==> src/logic/ifeu_pkg.sv <==
package ifeu_pkg;

    // Clock and timing
    localparam int CLK_HZ = 10_000_000;
    localparam int WAKE_BASE_MS = 16;
    localparam int WAKE_BASE_CYCLES = WAKE_BASE_MS * (CLK_HZ / 1000);
    localparam int WAKE_CNT_W = 21;
    localparam int TOUCH_LAG_NS = 3000;
    localparam int TOUCH_LAG_CYCLES = TOUCH_LAG_NS / (1_000_000_000 / CLK_HZ);

    // Bus geometry
    localparam int WB_ADR_W = 12;
    localparam int IDX_W = 10;

    // Register indices; byte address is four times the index
    localparam logic [IDX_W-1:0] IDX_IRQ_ENABLE = 10'h00b;
    localparam logic [IDX_W-1:0] IDX_IRQ_PENDING = 10'h00c;
    localparam logic [IDX_W-1:0] IDX_TOUCH_CTRL = 10'h01f;
    localparam logic [IDX_W-1:0] IDX_OPTION = 10'h081;

    // Enable and pending bit positions (same in both registers)
    localparam int SRC_CONVERTER = 7;
    localparam int SRC_TIMEBASE = 6;
    localparam int SRC_TIMER_B = 5;
    localparam int SRC_TIMER_A = 4;
    localparam int SRC_WAKEUP = 3;
    localparam int SRC_PIN_C = 2;
    localparam int SRC_PIN_B = 1;
    localparam int SRC_PIN_A = 0;

    // Touch control/status fields
    localparam int TK_FLAG_BIT = 7;
    localparam int TK_EN_BIT = 6;
    localparam int TK_START_BIT = 5;
    localparam int TK_DONE_BIT = 4;
    localparam int TK_CHS_LSB = 0;

    // Option fields
    localparam int OPT_AUTO_SAVE_BIT = 7;
    localparam int OPT_PIN_A_POL_BIT = 6;
    localparam int OPT_PIN_B_POL_BIT = 5;
    localparam int OPT_PIN_A_SEL_BIT = 4;
    localparam int OPT_WDT_LSB = 2;
    localparam int OPT_WAKE_LSB = 0;

    // Status bits left alone by the automatic restore
    localparam logic [7:0] STAT_KEEP_MASK = 8'h18;

    // Reset values
    localparam logic [7:0] RST_IRQ_ENABLE = 8'h00;
    localparam logic [7:0] RST_IRQ_PENDING = 8'h00;
    localparam logic [7:0] RST_OPTION = 8'h0f;

    // Synchroniser lanes
    localparam int PIN_A0 = 0;
    localparam int PIN_A1 = 1;
    localparam int PIN_B = 2;
    localparam int PIN_C = 3;

    typedef enum {REG_NONE, REG_ENABLE, REG_PENDING, REG_TOUCH, REG_OPTION} ifeu_reg_t;

    typedef struct packed {
        logic [7:0] en;
        logic [7:0] flag;
        logic tk_flag;
        logic tk_en;
        logic tk_start;
        logic tk_busy;
        logic [3:0] tk_chs;
        logic [7:0] opt;
        logic [WAKE_CNT_W-1:0] wake_cnt;
        logic [3:0] pin_s1;
        logic [3:0] pin_s2;
        logic [2:0] pin_prev;
        logic [7:0] saved_status;
        logic restore_valid;
        logic [7:0] restore_data;
        logic ack;
        logic [7:0] rdata;
    } ifeu_state_t;

    localparam ifeu_state_t ST_RESET = '{
        en: RST_IRQ_ENABLE,
        flag: RST_IRQ_PENDING,
        tk_flag: 1'b0,
        tk_en: 1'b0,
        tk_start: 1'b0,
        tk_busy: 1'b0,
        tk_chs: 4'h0,
        opt: RST_OPTION,
        wake_cnt: '0,
        pin_s1: 4'hf,
        pin_s2: 4'hf,
        pin_prev: 3'h7,
        saved_status: 8'h00,
        restore_valid: 1'b0,
        restore_data: 8'h00,
        ack: 1'b0,
        rdata: 8'h00
    };

endpackage

==> src/logic/ifeu_top.sv <==
`timescale 1ns/10ps
module ifeu_top
    import ifeu_pkg::*;
#(
    parameter int WAKE_BASE = WAKE_BASE_CYCLES
) (
    // Clock and reset
    input wire logic clk_i,
    input wire logic rst_i,
    // Wishbone slave
    input wire logic wb_cyc_i,
    input wire logic wb_stb_i,
    input wire logic wb_we_i,
    input wire logic [WB_ADR_W-1:0] wb_adr_i,
    input wire logic [3:0] wb_sel_i,
    input wire logic [31:0] wb_dat_i,
    output logic [31:0] wb_dat_o,
    output logic wb_ack_o,
    // Peripheral event pulses
    input wire logic converter_done_i,
    input wire logic timebase_ovf_i,
    input wire logic timer_b_ovf_i,
    input wire logic timer_a_ovf_i,
    input wire logic touch_conv_end_i,
    // External interrupt pins
    input wire logic ext_pin_a_dflt_i,
    input wire logic ext_pin_a_alt_i,
    input wire logic ext_pin_b_i,
    input wire logic ext_pin_c_i,
    // Processor core
    input wire logic global_irq_en_i,
    input wire logic irq_enter_i,
    input wire logic irq_return_i,
    input wire logic [7:0] status_i,
    output logic irq_req_o,
    output logic [8:0] irq_src_o,
    output logic status_restore_o,
    output logic [7:0] status_restore_data_o,
    // Touch engine control and watchdog prescaler
    output logic touch_conv_start_o,
    output logic [3:0] touch_channel_o,
    output logic [7:0] wdt_psc_o
);

    ////////////////////////////////////////////////////////////////////////
    // Address decode

    function automatic ifeu_reg_t decode(input logic [WB_ADR_W-1:0] adr);
        logic [IDX_W-1:0] idx;
        idx = adr[WB_ADR_W-1:2];
        unique case (idx)
            IDX_IRQ_ENABLE: decode = REG_ENABLE;
            IDX_IRQ_PENDING: decode = REG_PENDING;
            IDX_TOUCH_CTRL: decode = REG_TOUCH;
            IDX_OPTION: decode = REG_OPTION;
            default: decode = REG_NONE;
        endcase
    endfunction

    ////////////////////////////////////////////////////////////////////////
    // State

    ifeu_state_t st_r;
    ifeu_state_t st_nxt;

    logic bus_req;
    logic wr_commit;
    ifeu_reg_t reg_sel;
    logic [7:0] wdat;
    logic pin_a_now;
    logic [2:0] pin_now;
    logic [2:0] rise;
    logic [2:0] fall;
    logic [7:0] set_ev;
    logic [7:0] clr_mask;
    logic [WAKE_CNT_W-1:0] wake_limit;
    logic wake_expire;
    logic tk_start_wr;
    logic [7:0] touch_rd;
    logic [8:0] req_vec;

    assign bus_req = wb_cyc_i & wb_stb_i;
    // Writes land on the edge where ack is seen high
    assign wr_commit = bus_req & wb_we_i & st_r.ack & wb_sel_i[0];
    assign reg_sel = decode(wb_adr_i);
    assign wdat = wb_dat_i[7:0];

    // Pin A source chosen after synchronisation
    assign pin_a_now = st_r.opt[OPT_PIN_A_SEL_BIT] ? st_r.pin_s2[PIN_A1]
                                                  : st_r.pin_s2[PIN_A0];
    assign pin_now = {st_r.pin_s2[PIN_C], st_r.pin_s2[PIN_B], pin_a_now};
    assign rise = pin_now & ~st_r.pin_prev;
    assign fall = ~pin_now & st_r.pin_prev;

    assign wake_limit = WAKE_CNT_W'(WAKE_BASE) << st_r.opt[OPT_WAKE_LSB +: 2];
    assign wake_expire = st_r.en[SRC_WAKEUP] && (st_r.wake_cnt >= wake_limit - 1'b1);

    always_comb begin
        set_ev = 8'h00;
        set_ev[SRC_CONVERTER] = converter_done_i;
        set_ev[SRC_TIMEBASE] = timebase_ovf_i;
        set_ev[SRC_TIMER_B] = timer_b_ovf_i;
        set_ev[SRC_TIMER_A] = timer_a_ovf_i;
        set_ev[SRC_WAKEUP] = wake_expire;
        set_ev[SRC_PIN_C] = fall[2];
        set_ev[SRC_PIN_B] = st_r.opt[OPT_PIN_B_POL_BIT] ? rise[1] : fall[1];
        set_ev[SRC_PIN_A] = st_r.opt[OPT_PIN_A_POL_BIT] ? rise[0] : fall[0];
    end

    // Zero bits of a pending write clear, ones leave alone
    assign clr_mask = (wr_commit && reg_sel == REG_PENDING) ? ~wdat : 8'h00;
    assign tk_start_wr = wr_commit && reg_sel == REG_TOUCH && wdat[TK_START_BIT];

    always_comb begin
        touch_rd = 8'h00;
        touch_rd[TK_FLAG_BIT] = st_r.tk_flag;
        touch_rd[TK_EN_BIT] = st_r.tk_en;
        touch_rd[TK_START_BIT] = st_r.tk_start;
        touch_rd[TK_DONE_BIT] = ~st_r.tk_busy;
        touch_rd[TK_CHS_LSB +: 4] = st_r.tk_chs;
    end

    ////////////////////////////////////////////////////////////////////////
    // Next state

    always_comb begin
        st_nxt = st_r;

        // Two-stage synchroniser, then edge history
        st_nxt.pin_s1 = {ext_pin_c_i, ext_pin_b_i, ext_pin_a_alt_i, ext_pin_a_dflt_i};
        st_nxt.pin_s2 = st_r.pin_s1;
        st_nxt.pin_prev = pin_now;

        // Bus answer: ack one cycle after the request, then drop
        st_nxt.ack = bus_req & ~st_r.ack;
        if (bus_req && !st_r.ack) begin
            unique case (reg_sel)
                REG_ENABLE: st_nxt.rdata = st_r.en;
                REG_PENDING: st_nxt.rdata = st_r.flag;
                REG_TOUCH: st_nxt.rdata = touch_rd;
                REG_OPTION: st_nxt.rdata = st_r.opt;
                REG_NONE: st_nxt.rdata = 8'h00;
            endcase
        end

        // Register writes
        if (wr_commit) begin
            unique case (reg_sel)
                REG_ENABLE: st_nxt.en = wdat;
                REG_OPTION: st_nxt.opt = wdat;
                REG_TOUCH: begin
                    st_nxt.tk_en = wdat[TK_EN_BIT];
                    st_nxt.tk_start = wdat[TK_START_BIT];
                    st_nxt.tk_chs = wdat[TK_CHS_LSB +: 4];
                end
                REG_PENDING, REG_NONE: begin
                end
            endcase
        end

        // Event set wins over a simultaneous software clear
        st_nxt.flag = (st_r.flag & ~clr_mask) | set_ev;

        // Wake-up timer held clear while its enable is low
        if (!st_r.en[SRC_WAKEUP] || wake_expire) begin
            st_nxt.wake_cnt = '0;
        end else begin
            st_nxt.wake_cnt = st_r.wake_cnt + 1'b1;
        end

        // Touch conversion handshake
        if (tk_start_wr) begin
            st_nxt.tk_busy = 1'b1;
        end else if (touch_conv_end_i) begin
            st_nxt.tk_busy = 1'b0;
            st_nxt.tk_start = 1'b0;
        end
        if (touch_conv_end_i) begin
            st_nxt.tk_flag = 1'b1;
        end else if (tk_start_wr) begin
            st_nxt.tk_flag = 1'b0;
        end else if (wr_commit && reg_sel == REG_TOUCH && !wdat[TK_FLAG_BIT]) begin
            st_nxt.tk_flag = 1'b0;
        end

        // Automatic status save and restore
        st_nxt.restore_valid = 1'b0;
        if (st_r.opt[OPT_AUTO_SAVE_BIT]) begin
            if (irq_enter_i) begin
                st_nxt.saved_status = status_i;
            end
            if (irq_return_i) begin
                st_nxt.restore_valid = 1'b1;
                // Timeout and sleep flags keep their live values
                st_nxt.restore_data = (st_r.saved_status & ~STAT_KEEP_MASK)
                                    | (status_i & STAT_KEEP_MASK);
            end
        end
    end

    always_ff @(posedge clk_i) begin
        if (rst_i) begin
            st_r <= ST_RESET;
        end else begin
            st_r <= st_nxt;
        end
    end

    ////////////////////////////////////////////////////////////////////////
    // Outputs

    assign req_vec = {st_r.tk_flag & st_r.tk_en, st_r.flag & st_r.en};
    assign irq_src_o = global_irq_en_i ? req_vec : 9'h000;
    assign irq_req_o = |irq_src_o;
    assign wb_ack_o = st_r.ack;
    assign wb_dat_o = {24'h000000, st_r.rdata};
    assign status_restore_o = st_r.restore_valid;
    assign status_restore_data_o = st_r.restore_data;
    assign touch_conv_start_o = st_r.tk_start;
    assign touch_channel_o = st_r.tk_chs;
    assign wdt_psc_o = {6'h00, st_r.opt[OPT_WDT_LSB +: 2]};
endmodule

==> config.mk <==
export PLATFORM = sky130hd
export DESIGN_NAME = ifeu_top
export DESIGN_NICKNAME = d
export VERILOG_FILES = /design/src/logic/ifeu_pkg.sv /design/src/logic/ifeu_top.sv
export SDC_FILE = /design/constraint.sdc
export NUM_CORES = 1
export LEC_CHECK = 0
export BUFFER_PORTS_ARGS = -buffer_cell sky130_fd_sc_hd__buf_2
export CAP_MARGIN = 25
export CORE_MARGIN = 2
export CORE_UTILIZATION = 55
export CTS_CLUSTER_DIAMETER = 40
export DETAILED_ROUTE_END_ITERATION = 10
export PLACE_DENSITY = 0.85
export SYNTH_ARGS = -nofsm -noshare
export SYNTH_HDL_FRONTEND = slang
export SYNTH_SLANG_ARGS = --single-unit
==> constraint.sdc <==
create_clock -name clk_i -period 4.94 [get_ports clk_i]
set_input_delay 0.247 -clock clk_i [delete_from_list [all_inputs] [get_ports clk_i]]
set_output_delay 0.247 -clock clk_i [all_outputs]
set_load 0.01 [all_outputs]
==> flow_summary.ini <==
[timing]
fin_crit_ps = 3409
setup_violations = 0
fmaxAchievable_mhz = 293.3
final_max_slew_viol_count = 0
rsz0062_at_grt = false
worstMarginPinSlew_ps = 951.2
relSlewSlack = 0.3659
fin_crit_sh = 0.6902
hold_viol_final = 0
tns_ps = 0
finClkSkew_ps = 12.48

[place]
place_area_um2 = 4572
port-buffer-count = 78
place_congestion = 0.9065
place_hpwl_mm = 6.855

[cts]
cts_resized = 0
cts_setup_buffers = 0
cts_num_sinks = 88
numCtsBuffers = 9
cts_tree = done
cts_root_buffer = clkbuf_8
ctsHoldBuffers = 0
clkLatencyLatePin_ps = 370
htree_levels = 3
clock_path_buffers = 2
clk_pin_slew_ps = 90

[critical_path]
rr_startpoint = st_r[59]
cp_common_cell = ha_1
rr_worst_depth = 10
end_kind = flop
crit_arrival_ps = 3680
path_buf_inv = 1
required_ps = 5210
critPathKind = reg -> reg
regToRegSetupSlack_ps = 1530
r2r-end = st_r[55]
path_delay_family = simple AND/OR/NAND/NOR gates
cp_cell_sequence = inv_1 > ha_1 > or4_1 > o21ai_0 > ha_1 > and4_1 > nor2b_1 > o2111ai_1 > nand2_1 > nor3_1
crit_fanout = 21
critPathLaunchType = flop
crit_start = st_r[59]
critical-path-max-stage-delay_ps = 540
cpMaxStageDelayCell = or4_1
crit_cells = 10

[synth]
syn_avg_cell_area_um2 = 8.931
netlist_instances = 494
synth_warnings = 0
synth_cell_types = 51
ys_seq_area_frac = 0.3993
async_flop_share = 0
synth_flop_cell = dfxtp_1
synth-edff-count = 0
netlist_area_um2 = 4412
synth-seq-cells = 88

[detailed_routing]
routed_wl_mm = 9.534
vias_per_cell = 5.557
vias = 3612
drc = 0
drtAntennaViolNets = 0
wire_per_inst_um = 14.67
initialDrtViolationCount = 229
dr.pass1.iters = 6

[global_route]
grt_pass1_wl_mm = 15.53
grt_max_degree = 58
first_global_vias = 3356
grt-ovfl-total = 0
antenna_found_initial = 0
grt_usage = 0.2217

[layout]
nets = 638
syn_to_final_growth_pct = 8.026
n_fill_cell = 643
drive_above_1_share = 0.2153
n_antenna_cell = 0
stdcell_area_um2 = 4766

[floorplan]
start_util = 0.5680
die_area_um2 = 8753
coreArea_um2 = 7767
ios = 138
die_y_um = 93.56
die_w_um = 93.56
row_count = 32

[worst_hold_path]
min_from = ext_pin_a_alt_i
holdPathEnd = st_nxt[30]
hold_class = in -> reg
min_path_cells = 2

[power]
total_power_w = 0.001272
ir_drop_uv = 169.5
p_leak_nw = 1.959
power.density_nw_per_um2 = 266.9

[run_status]
outcome = finished clean

[run]
maxCapViolCount = 0
[metrics by stage]
stage               setup slack [ps]    util  hold WS (ps)  std cells
finish                          1531  0.6136         61.06        650
global route                    1258  0.6136         47.57        650
CTS                             1589  0.6136         50.22        650
detailed placement              1638  0.5886         396.0        634
global placement                1771  0.5886         394.6        634
floorplan                       2329       -         350.8        523
[layout make-up]
cell class                 instances  area (um^2)  area share
clock inverter                     7        70.07     0.01470
inverter                          16        60.06     0.01260
sequential                        88         1762      0.3697
timing repair buffer              80        405.4     0.08506
tap                              102        127.6     0.02678
multi-input combinational        348         2217      0.4652
clock buffer                       9        123.9     0.02599
[layer usage]
layer / vias up / wire length [um] / GRT usage / part of all wire
li1: 1748 / - / - / -
met1: 1675 / 4014 / 0.2852 / 0.42
met2: 176 / 4610 / 0.3663 / 0.48
met3: 13 / 757 / 0.04351 / 0.079
met4: 0 / 151 / 0.08816 / 0.016
met5: - / 0 / 0 / 0
[placed cells by master (no fill, tap or decap), types with 3 or more instances in the layout]
cell,count
nand3_1,24
nor2b_1,3
and3_1,9
dfxtp_1,88
a21oi_1,30
xnor2_1,8
xor2_1,12
nor2_1,30
nand2_1,37
conb_1,30
and4_1,3
ha_1,22
inv_1,16
o22ai_1,8
o21ai_0,10
mux2i_1,20
buf_2,78
or2_2,11
a22oi_1,15
inv_6,4
clkbuf_8,9
a22o_1,8
nand4_1,8
nor3_1,25
[power breakdown]
group	switching (W)	total, W	internal (W)
combinational	0.0000461	0.0000684	0.0000223
clock	0.000285	0.000482	0.000197
sequential	0.00000442	0.000721	0.000717
total	0.000335	0.00127	0.000937
[state kept, by name, summed over array words and instances (netlist names)]
signal and count:
touch_conv_start_o 1, st_nxt 4, wb_ack_o 1, pin_now 2, wdt_psc_o 2, st_r 57
touch_channel_o 4, wb_dat_o 8, status_restore_data_o 8, status_restore_o 1
[kinds of logic after synthesis]
family / count (synthesis) / synth area share
xor gates and xnor gates: 20 / 0.03971
buffers and inverters: 87 / 0.1228
other: 1 / 0.0008500
AOI/OAI and AO/OA: 84 / 0.1211
and+or+nand+nor: 172 / 0.2085
muxes: 20 / 0.04538
DFF: 88 / 0.3993
adders and majority gates: 22 / 0.06239
[Yosys cell counts (3+ instances only)]
cell type / count / area share
dfxtp_1: 88 / 0.40
buf_4: 52 / 0.088
nand2_1: 37 / 0.031
a21oi_1: 30 / 0.034
nor2_1: 30 / 0.026
nor3_1: 25 / 0.028
nand3_1: 24 / 0.027
ha_1: 22 / 0.062
mux2i_1: 20 / 0.045
inv_1: 16 / 0.014
a22oi_1: 15 / 0.026
clkbuf_1: 14 / 0.012
xor2_1: 12 / 0.024
o21ai_0: 11 / 0.012
or2_2: 11 / 0.016
and3_1: 9 / 0.013
a22o_1: 8 / 0.016
nand4_1: 8 / 0.011
o22ai_1: 8 / 0.011
xnor2_1: 8 / 0.016
and4_1: 3 / 0.0060
nor2b_1: 3 / 0.0043
[worst register-to-register path, cell delays in order (launching register included)]
cell       delay, ps
dfxtp_1          510
inv_1            170
ha_1             280
or4_1            540
o21ai_0          210
ha_1             300
and4_1           230
nor2b_1          130
o2111ai_1        120
nand2_1          470
nor3_1           360
[worst max-delay path by stage]
stage	slack (ps)	endpoint
4_1_cts	1590	st_r[55]
2_1_floorplan	2330	st_r[40]
5_1_grt	1260	st_r[57]
3_3_place_gp	1770	st_r[40]
3_5_place_dp	1640	st_r[57]
6_report	1530	st_r[55]
(Power assumes the default switching activity.)
